## src/design/cag_params.svh

```systemverilog
// Purpose: shared constants for the coprocessor attach glue
// Assumes: included by bare name
// Notes: offsets are byte addresses on the apb side
`ifndef CAG_PARAMS_SVH
`define CAG_PARAMS_SVH

// ----------------------------------------
// instruction fields
// ----------------------------------------
`define CAG_BIT_CPCLASS 27
`define CAG_BIT_LOAD 20
`define CAG_CPNUM_HI 11
`define CAG_CPNUM_LO 8
`define CAG_DEBUG_CP 4'he
`define CAG_NUM_CP 2
`define CAG_CP_ID0 4'h5
`define CAG_CP_ID1 4'h6

// ----------------------------------------
// apb register map
// ----------------------------------------
`define CAG_OFF_CTRL 12'h000
`define CAG_OFF_BUSY 12'h004
`define CAG_OFF_STAT 12'h008
`define CAG_OFF_REG0 12'h00c
`define CAG_OFF_REG1 12'h010
`define CAG_CTRL_ATTACH 0
`define CAG_CTRL_PRIV 1
`define CAG_CTRL_RST 2'h0
`define CAG_BUSY_RST 8'h00
`define CAG_CNT_ONE 16'h0001

`endif

```

## src/design/cag_pkg.sv

```systemverilog
// Purpose: types shared by both ends
// Assumes: cag_params.svh holds the numbers
// Notes: none
package cag_pkg;
    typedef enum logic [1:0] {
        CAG_IDLE = 2'b00,
        CAG_FETCH = 2'b01,
        CAG_DECODE = 2'b10,
        CAG_EXEC = 2'b11
    } cag_core_state_type;
endpackage

```

## src/design/cag_link_if.sv

```systemverilog
// Purpose: handshake and data pins between core and coprocessor side
// Assumes: one clock, pclk
// Notes: no two-way pins; the unidirectional bus style is used
`timescale 1ns/100ps
interface cag_link_if;
    logic [31:0] instr;
    logic [31:0] core_wdata;
    logic [31:0] coproc_rdata;
    logic instr_fetch_n;
    logic privileged_fetch;
    logic compressed_state;
    logic coproc_commit_n;
    logic coproc_absent_in;
    logic coproc_wait_in;
    logic mem_request_n;
    logic sequential_cycle;
    logic write_not_read;

    modport core (
        output instr, core_wdata, instr_fetch_n, privileged_fetch, compressed_state,
        output coproc_commit_n, mem_request_n, sequential_cycle, write_not_read,
        input coproc_rdata, coproc_absent_in, coproc_wait_in
    );
    modport coproc (
        input instr, core_wdata, instr_fetch_n, privileged_fetch, compressed_state,
        input coproc_commit_n, mem_request_n, sequential_cycle, write_not_read,
        output coproc_rdata, coproc_absent_in, coproc_wait_in
    );
endinterface

```

## src/design/cag_coproc_end.sv

```systemverilog
// Purpose: coprocessor side: two coprocessors, handshake combine and bus glue
// Assumes: core end drives the link on pclk; software uses apb
// Notes: responses are registered, so they lag the decode stage by one cycle
//
// Notes on behaviour
// - full 32-bit instruction, write and read paths
// - load and store data paths are both always present
// - core-out select on falling edge, read cycles
// - coproc-data select on falling edge, write cycles
// - commit strobe reaches every coprocessor
// - absent and wait outputs ANDed toward core
// - read data multiplexed from responding coprocessor
// - no coprocessor attached: absent and wait high
// - unaccepted instruction takes undefined trap
// - internal debug coprocessor stays usable
// - commit, fetch, state outputs always driven
// - undefined instructions answered absent by all
// - bit 27 low means undefined, refuse
// - compressed state: ignore bus, answer absent
// - privilege output low user, high privileged
// - privilege captured with fetch, used decoding
// - user access to privileged function: absent
// - response encoding accept, wait, absent
// - execute only after commit seen low
// - commit high during wait abandons instruction
`timescale 1ns/100ps
`include "cag_params.svh"
module cag_coproc_end
    import cag_pkg::*;
(
    input wire logic pclk,
    input wire logic presetn,
    cag_link_if.coproc link,
    input wire logic psel,
    input wire logic penable,
    input wire logic pwrite,
    input wire logic [11:0] paddr,
    input wire logic [31:0] pwdata,
    output logic [31:0] prdata,
    output logic pready,
    output logic pslverr,
    output logic core_out_drive_sel,
    output logic coproc_data_sel
);
    // ----------------------------------------
    // decode helpers
    // ----------------------------------------
    function automatic logic cp_claims(input logic [31:0] ins, input logic [3:0] id,
                                       input logic priv, input logic priv_only,
                                       input logic comp);
        logic ok;
        ok = 1'b1;
        if (comp) begin
            ok = 1'b0;
        end
        if (!ins[`CAG_BIT_CPCLASS]) begin
            ok = 1'b0;
        end
        if (ins[`CAG_CPNUM_HI:`CAG_CPNUM_LO] != id) begin
            ok = 1'b0;
        end
        if (priv_only && !priv) begin
            ok = 1'b0;
        end
        return ok;
    endfunction

    localparam logic [3:0] CP_IDS [`CAG_NUM_CP] = '{`CAG_CP_ID0, `CAG_CP_ID1};

    // ----------------------------------------
    // state
    // ----------------------------------------
    logic [1:0] ctrl_q;
    logic [7:0] busy_cycles_q;
    logic [15:0] exec_cnt_q;
    logic [31:0] dec_instr_q;
    logic dec_priv_q;
    logic dec_valid_q;
    logic [31:0] cp_reg_q [`CAG_NUM_CP];
    logic [7:0] wait_cnt_q [`CAG_NUM_CP];
    logic absent_q;
    logic wait_q;
    logic [31:0] rdata_q;
    logic [31:0] prdata_q;
    logic pslverr_q;
    logic core_out_drive_sel_q;
    logic coproc_data_sel_q;

    wire logic attach_en = ctrl_q[`CAG_CTRL_ATTACH];
    wire logic priv_only = ctrl_q[`CAG_CTRL_PRIV];
    wire logic fetch_now = !link.instr_fetch_n;
    wire logic committed = !link.coproc_commit_n;
    logic [`CAG_NUM_CP-1:0] claim;
    logic [`CAG_NUM_CP-1:0] unit_absent;
    logic [`CAG_NUM_CP-1:0] unit_wait;
    logic [`CAG_NUM_CP-1:0] unit_exec;

    for (genvar g = 0; g < `CAG_NUM_CP; g++) begin : g_unit
        assign claim[g] = dec_valid_q && cp_claims(dec_instr_q, CP_IDS[g], dec_priv_q,
                                                   priv_only, link.compressed_state);
        assign unit_absent[g] = !claim[g];
        assign unit_wait[g] = !claim[g] || (wait_cnt_q[g] != 8'h00);
        assign unit_exec[g] = claim[g] && (wait_cnt_q[g] == 8'h00) && committed;
    end

    wire logic all_absent = attach_en ? &unit_absent : 1'b1;
    wire logic all_wait = attach_en ? &unit_wait : 1'b1;
    wire logic [31:0] mux_rdata = claim[1] ? cp_reg_q[1] : cp_reg_q[0];
    wire logic any_exec = |unit_exec;

    // ----------------------------------------
    // decode stage and coprocessor units
    // ----------------------------------------
    always_ff @(posedge pclk or negedge presetn) begin
        if (!presetn) begin
            dec_instr_q <= 32'h0000_0000;
            dec_priv_q <= 1'b0;
            dec_valid_q <= 1'b0;
        end else if (fetch_now) begin
            dec_instr_q <= link.instr;
            dec_priv_q <= link.privileged_fetch;
            dec_valid_q <= 1'b1;
        end else if (any_exec) begin
            dec_valid_q <= 1'b0;
        end
    end

    // unit data registers cp_reg_q change only on execution, so an abandoned wait leaves nothing behind
    for (genvar u = 0; u < `CAG_NUM_CP; u++) begin : g_regs
        always_ff @(posedge pclk or negedge presetn) begin
            if (!presetn) begin
                cp_reg_q[u] <= 32'h0000_0000;
                wait_cnt_q[u] <= 8'h00;
            end else begin
                if (fetch_now) begin
                    wait_cnt_q[u] <= busy_cycles_q;
                end else if (wait_cnt_q[u] != 8'h00) begin
                    wait_cnt_q[u] <= wait_cnt_q[u] - 8'h01;
                end
                if (unit_exec[u] && !dec_instr_q[`CAG_BIT_LOAD]) begin
                    cp_reg_q[u] <= link.core_wdata;
                end
            end
        end
    end

    // ----------------------------------------
    // handshake toward the core
    // ----------------------------------------
    always_ff @(posedge pclk or negedge presetn) begin
        if (!presetn) begin
            absent_q <= 1'b1;
            wait_q <= 1'b1;
            rdata_q <= 32'h0000_0000;
            exec_cnt_q <= 16'h0000;
        end else begin
            absent_q <= all_absent;
            wait_q <= all_wait;
            rdata_q <= mux_rdata;
            if (any_exec) begin
                exec_cnt_q <= exec_cnt_q + `CAG_CNT_ONE;
            end
        end
    end

    assign link.coproc_absent_in = absent_q;
    assign link.coproc_wait_in = wait_q;
    assign link.coproc_rdata = rdata_q;

    // ----------------------------------------
    // unidirectional bus selects
    // ----------------------------------------
    wire logic cp_cycle = link.mem_request_n && link.sequential_cycle;

    always_ff @(negedge pclk or negedge presetn) begin
        if (!presetn) begin
            core_out_drive_sel_q <= 1'b0;
            coproc_data_sel_q <= 1'b0;
        end else begin
            core_out_drive_sel_q <= cp_cycle && !link.write_not_read;
            coproc_data_sel_q <= cp_cycle && link.write_not_read;
        end
    end

    assign core_out_drive_sel = core_out_drive_sel_q;
    assign coproc_data_sel = coproc_data_sel_q;

    // ----------------------------------------
    // apb slave, zero wait states
    // ----------------------------------------
    wire logic setup = psel && !penable;
    wire logic wr_en = psel && penable && pwrite;
    wire logic hit_ctrl = paddr == `CAG_OFF_CTRL;
    wire logic hit_busy = paddr == `CAG_OFF_BUSY;
    wire logic hit_stat = paddr == `CAG_OFF_STAT;
    wire logic hit_reg0 = paddr == `CAG_OFF_REG0;
    wire logic hit_reg1 = paddr == `CAG_OFF_REG1;
    wire logic hit_any = hit_ctrl | hit_busy | hit_stat | hit_reg0 | hit_reg1;
    wire logic [31:0] rd_mux = hit_ctrl ? {30'h0, ctrl_q} :
                               hit_busy ? {24'h0, busy_cycles_q} :
                               hit_stat ? {14'h0, absent_q, wait_q, exec_cnt_q} :
                               hit_reg0 ? cp_reg_q[0] :
                               hit_reg1 ? cp_reg_q[1] : 32'h0000_0000;

    always_ff @(posedge pclk or negedge presetn) begin
        if (!presetn) begin
            ctrl_q <= `CAG_CTRL_RST;
            busy_cycles_q <= `CAG_BUSY_RST;
            prdata_q <= 32'h0000_0000;
            pslverr_q <= 1'b0;
        end else begin
            if (setup) begin
                prdata_q <= rd_mux;
                pslverr_q <= !hit_any;
            end
            if (wr_en && hit_ctrl) begin
                ctrl_q <= pwdata[1:0];
            end
            if (wr_en && hit_busy) begin
                busy_cycles_q <= pwdata[7:0];
            end
        end
    end

    assign prdata = prdata_q;
    assign pslverr = pslverr_q;
    assign pready = 1'b1;
endmodule // cag_coproc_end

```

## src/flat_wrapper.sv

```systemverilog
// flat-port wrapper written by rule: the top's interface ports become plain ports
module cag_coproc_end_flat import cag_pkg::*;
  (pclk, presetn, psel, penable, pwrite, paddr, pwdata, prdata, pready, pslverr, core_out_drive_sel, coproc_data_sel, link_instr, link_core_wdata, link_instr_fetch_n, link_privileged_fetch, link_compressed_state, link_coproc_commit_n, link_mem_request_n, link_sequential_cycle, link_write_not_read, link_coproc_rdata, link_coproc_absent_in, link_coproc_wait_in);
  cag_link_if link_i ();
  input wire logic pclk;
  input wire logic presetn;
  input wire logic psel;
  input wire logic penable;
  input wire logic pwrite;
  input wire logic [11:0] paddr;
  input wire logic [31:0] pwdata;
  output logic [31:0] prdata;
  output logic pready;
  output logic pslverr;
  output logic core_out_drive_sel;
  output logic coproc_data_sel;
  input wire logic [$bits(link_i.instr)-1:0] link_instr;
  input wire logic [$bits(link_i.core_wdata)-1:0] link_core_wdata;
  input wire logic [$bits(link_i.instr_fetch_n)-1:0] link_instr_fetch_n;
  input wire logic [$bits(link_i.privileged_fetch)-1:0] link_privileged_fetch;
  input wire logic [$bits(link_i.compressed_state)-1:0] link_compressed_state;
  input wire logic [$bits(link_i.coproc_commit_n)-1:0] link_coproc_commit_n;
  input wire logic [$bits(link_i.mem_request_n)-1:0] link_mem_request_n;
  input wire logic [$bits(link_i.sequential_cycle)-1:0] link_sequential_cycle;
  input wire logic [$bits(link_i.write_not_read)-1:0] link_write_not_read;
  output wire logic [$bits(link_i.coproc_rdata)-1:0] link_coproc_rdata;
  output wire logic [$bits(link_i.coproc_absent_in)-1:0] link_coproc_absent_in;
  output wire logic [$bits(link_i.coproc_wait_in)-1:0] link_coproc_wait_in;
  assign link_i.instr = link_instr;
  assign link_i.core_wdata = link_core_wdata;
  assign link_i.instr_fetch_n = link_instr_fetch_n;
  assign link_i.privileged_fetch = link_privileged_fetch;
  assign link_i.compressed_state = link_compressed_state;
  assign link_i.coproc_commit_n = link_coproc_commit_n;
  assign link_i.mem_request_n = link_mem_request_n;
  assign link_i.sequential_cycle = link_sequential_cycle;
  assign link_i.write_not_read = link_write_not_read;
  assign link_coproc_rdata = link_i.coproc_rdata;
  assign link_coproc_absent_in = link_i.coproc_absent_in;
  assign link_coproc_wait_in = link_i.coproc_wait_in;
  cag_coproc_end u_core (.pclk(pclk), .presetn(presetn), .link(link_i), .psel(psel), .penable(penable), .pwrite(pwrite), .paddr(paddr), .pwdata(pwdata), .prdata(prdata), .pready(pready), .pslverr(pslverr), .core_out_drive_sel(core_out_drive_sel), .coproc_data_sel(coproc_data_sel));
endmodule
```

## config.mk

```make
export PLATFORM = sky130hd
export DESIGN_NAME = cag_coproc_end_flat
export DESIGN_NICKNAME = d
export VERILOG_FILES = /design/src/design/cag_pkg.sv /design/src/design/cag_link_if.sv /design/src/design/cag_coproc_end.sv /design/src/flat_wrapper.sv
export VERILOG_INCLUDE_DIRS = /design/src /design/src/design
export SDC_FILE = /design/constraint.sdc
export NUM_CORES = 1
export LEC_CHECK = 0
export ABC_AREA = 0
export CORE_ASPECT_RATIO = 0.5
export CORE_MARGIN = 2
export CORE_UTILIZATION = 57
export CTS_CLUSTER_DIAMETER = 120
export DETAILED_ROUTE_END_ITERATION = 8
export DONT_BUFFER_PORTS = 1
export MAX_ROUTING_LAYER = met4
export PLACE_DENSITY = 0.82
export SYNTH_ARGS = -nofsm -noshare
export SYNTH_HDL_FRONTEND = slang
export SYNTH_SLANG_ARGS = --single-unit
```

## constraint.sdc

```tcl
create_clock -name pclk -period 2.39 [get_ports pclk]
set_clock_uncertainty 0.1 [all_clocks]
set_input_delay 0.3585 -clock pclk [delete_from_list [all_inputs] [get_ports pclk]]
set_output_delay 0.3585 -clock pclk [all_outputs]
set_load 0.01 [all_outputs]
```

==> reports/results.txt <==
The count of pins over their slew limit is 0, and the number of global-route vias before repair is 5691. The number of cells on the worst reg-to-reg path is 7. Summing all flip-flop and latch instances after layout gives 0.00458 mm2. For this block, the initial DRC count from the detailed router was 381. The number of sinks on the clock net is 183. The startpoint of the worst register-to-register path is u_core.wait_cnt_q[9]. TritonCTS built the clock tree. The count of port buffers added during placement was 0; the global-route wire length before repair was 30300 um. Across the run, the number of max-cap violations was 0. Sorting the synthesized cells by area gives the leading types as sky130_fd_sc_hd__dfrtp_1 54%, sky130_fd_sc_hd__mux2_4 11%, sky130_fd_sc_hd__mux2_2 7.4%, sky130_fd_sc_hd__xor2_1 2.1%, sky130_fd_sc_hd__a221o_1 1.7%.

At the end of routability-driven placement, the weighted congestion stood at 0.854. The area fraction of the dominant cell type after synthesis came out at 53.5%. In this run the cell area of the synthesized design comes to 0.00837 mm2. After clock tree synthesis, the flow added hold-fix buffers numbering 48. The worst-case headroom to the max-slew limit came out at 37.0%.

The floorplan step set the die width to 175 um. With fillers left out, the area of the finished cells amounts to 0.00977 mm2. The number of antenna-violating nets in the routed design came out at 0.

VDD sags by at most 0.659 mV. The worst hold margin is -480 ps. The area of the multi-input gates came out at 0.00357 mm2. For the I/O pin total, the log shows 190.

Of all flip-flops after synthesis, the portion carrying an async set or reset was 100%. From bottom edge to top edge, the die measures 89.7 um. The count of endpoints failing hold in the final timing report is 181, and the core outline area is 0.0144 mm2.

The class of the most critical setup path was reg2out. The most common flop cell mapped by yosys is sky130_fd_sc_hd__dfrtp_1. Initial antenna violation count: 0. Summing the areas of all compound-gate instances in the mapped netlist gives 10.6% of the synthesized area.

The number of warnings issued by yosys came out at 0. Clock latency on the worst-skew pair, taken at its later pin, is 430 ps. The number of storage elements in the synthesis netlist came out at 183. The power per cell area works out to 694 mW/mm2. Relative to the synthesized area, the layout overhead comes to 16.8%. Kind of start point of the critical path: a flip-flop. In this run the mean area of a mapped cell was 12.9 um2. In this run, synthesis inferred 0 flip-flops with an integrated enable. The checks that failed: hold timing, setup timing.

The post-route worst setup slack came out at -126 ps. Required time reported for the critical path endpoint: 1930 ps. The tools report the number of distinct library cells after synthesis as 52. The clock passes through at most 2 buffers. The number of nets in the synthesized netlist is 774.

The sum of overflow across all layers after global routing was 0. The tree is rooted in a sky130_fd_sc_hd__clkbuf_16. For this configuration, the core starts out at a cell density of 58.1%.

The flow ran to the end, but the final reports show violations. For this run, design rule violations remaining after detail routing come to 0. After synthesis, the largest family of logic cells by area is multiplexers. The area enclosed by the die boundary was 0.0157 mm2.

In the layout the commonest cells are 179 x sky130_fd_sc_hd__dfrtp_1, 60 x sky130_fd_sc_hd__mux2_4, 55 x sky130_fd_sc_hd__mux2_2. The count of cells in the finished layout, fillers not included, comes to 920. In this run the register-to-register setup slack is 60 ps. After detailed routing, the total wire length is 19400 um.

The tools report the sequential fraction of the synthesis area as 54.8%. The worst-margin pin slew was 942 ps; the critical path arrival was 2060 ps. The tightest min-delay check is of the in2async type.

The tools report the setup violation total in the final timing report as 2. Number of buffers created by CTS: 17. Cells with a size suffix above 1 make up 26.5% of the layout. For the length of the first detailed-routing pass in iterations, the log shows 6.

For this run, the post-layout net count is 834. In this run the static leakage power is 4.77 nW. Row generation in the floorplan step produced 31 rows. The post-CTS clock slew at the launch and capture registers of the worst setup and hold paths was 70 ps; the largest net degree at the start of global routing was 184.

The number of antenna diodes in the final layout is 0. Of the total synthesized cell area, the portion taken by AND, OR, NAND and NOR gates is 9.45%. Once detailed placement completed, the half-perimeter wirelength came to 12600 um.

The tools report the category of the worst setup path capture point as an output pin. Of all cell types, the one taking the most synthesized area is sky130_fd_sc_hd__dfrtp_1. Setup repair after global routing could not meet its margin everywhere. The routed layout has 5569 vias. The via-per-instance ratio was 6.05; the adder-cell share of the synthesized area was 0.748%.

The terminus of the critical flop-to-flop path is u_core.exec_cnt_q[12]. In this run the cell area measured after placement is 0.00866 mm2. The mux share of post-synthesis cell area was 18.9%. After detailed routing, the average wire length per cell comes to 21.1 um. Global routing used 26.0% of the available tracks.

Of the total synthesized cell area, the portion taken by XOR and XNOR cells is 2.51%. The count of filler cells inserted in the layout is 968, and the worst-path maximum fanout is 1. The number of placed instances, taps included, is 840. The tools report the H-tree level count as 4. The tools report the number of instances in the synthesized netlist as 649. The most frequent standard cell in the layout excluding fill and tap cells is sky130_fd_sc_hd__dfrtp_1.
==> where the power goes <==
part	internal [mW]	total, mW	switching [mW]
Clock	1.51	2.83	1.32
Sequential	3.19	3.30	0.107
Combinational	0.350	0.650	0.301
==> Yosys cell counts, types with 6 or more instances <==
| cell | number |
|---|---|
| sky130_fd_sc_hd__a221o_1 | 14 |
| sky130_fd_sc_hd__mux2_4 | 60 |
| sky130_fd_sc_hd__nand4_1 | 7 |
| sky130_fd_sc_hd__nor3_1 | 6 |
| sky130_fd_sc_hd__inv_1 | 13 |
| sky130_fd_sc_hd__nor2_1 | 30 |
| sky130_fd_sc_hd__buf_6 | 7 |
| sky130_fd_sc_hd__a22oi_1 | 6 |
| sky130_fd_sc_hd__a21boi_0 | 10 |
| sky130_fd_sc_hd__o21ai_0 | 22 |
| sky130_fd_sc_hd__and2_1 | 15 |
| sky130_fd_sc_hd__nand2_1 | 34 |
| sky130_fd_sc_hd__dfrtp_1 | 179 |
| sky130_fd_sc_hd__xor2_1 | 20 |
| sky130_fd_sc_hd__mux2_2 | 55 |
| sky130_fd_sc_hd__nand3_1 | 11 |
| sky130_fd_sc_hd__o31ai_1 | 16 |
| sky130_fd_sc_hd__o22a_1 | 6 |
| sky130_fd_sc_hd__a2111oi_0 | 12 |
| sky130_fd_sc_hd__a21oi_1 | 26 |
| sky130_fd_sc_hd__mux2i_1 | 6 |
| sky130_fd_sc_hd__nor2b_1 | 12 |
| sky130_fd_sc_hd__clkbuf_1 | 16 |
==> state kept, by name, summed over array words and instances, names as in the netlist, 2 cells and up <==
| signal | flops |
|---|---|
| u_core.prdata | 32 |
| u_core.busy_cycles_q | 8 |
| u_core.cp_reg_q | 64 |
| u_core.wait_cnt_q | 16 |
| u_core.dec_instr_q | 6 |
| u_core.link.coproc_rdata | 32 |
| u_core.exec_cnt_q | 16 |
| u_core.ctrl_q | 2 |
==> timing repair <==
action | 4_1_cts | 5_1_grt
endpoints found under the hold margin | 277 | 181
gates resized for setup | 2 | 9
setup endpoints to repair | 71 | 69
buffers inserted | 0 | 0
==> cells by family after synthesis <==
| logic type | count (synthesis) |
|---|---|
| xor gates and xnor gates | 24 |
| and+or+nand+nor | 141 |
| other | 1 |
| buffers and inverters | 47 |
| AOI/OAI and AO/OA | 127 |
| DFF | 183 |
| adders and majority gates | 5 |
| muxes | 121 |
==> worst max path at each step <==
| stage | start | to | cells past startpoint |
|---|---|---|---|
| after floorplan | u_core.wait_cnt_q[0] | u_core.cp_reg_q[0] | 8 |
| after global placement | u_core.wait_cnt_q[0] | u_core.cp_reg_q[9] | 8 |
| after detailed placement | u_core.wait_cnt_q[1] | u_core.cp_reg_q[9] | 8 |
| after CTS | u_core.coproc_data_sel | coproc_data_sel | 0 |
| after global routing | u_core.coproc_data_sel | coproc_data_sel | 0 |
| final | u_core.coproc_data_sel | coproc_data_sel | 0 |
==> area by class of cell <==
class                           count  share of cell area (%)
Timing Repair Buffer               75                    7.41
Sequential cell                   183                    46.9
Inverter                           13                   0.499
Multi-Input combinational cell    419                    36.6
Clock buffer                       18                    4.49
Tap cell                          198                    2.53
Clock inverter                     14                    1.60
==> per-layer routing <==
metal,GRT usage (%),vias to the layer above,routed length [um]
met3,5.05,29,1020
met5,-,-,0
met1,32.7,2876,8340
li1,-,2471,-
met4,9.47,0,353
met2,42.8,193,9700
==> per-stage QoR <==
stage               util [%]  hold WS (ps)  total power [mW]  setup TNS, ps  setup WS, ps
floorplan                  -         -37.1              3.73              0          19.0
global placement        60.2         -33.6              3.87           -352         -18.9
detailed placement      60.2         -35.0              3.90          -2040         -84.2
CTS                     67.8          -490              6.80           -249          -131
global route            67.9          -495              7.02           -287          -150
finish                  67.9          -480              6.78           -237          -126
No activity file was read; power rests on OpenSTA's default activity.
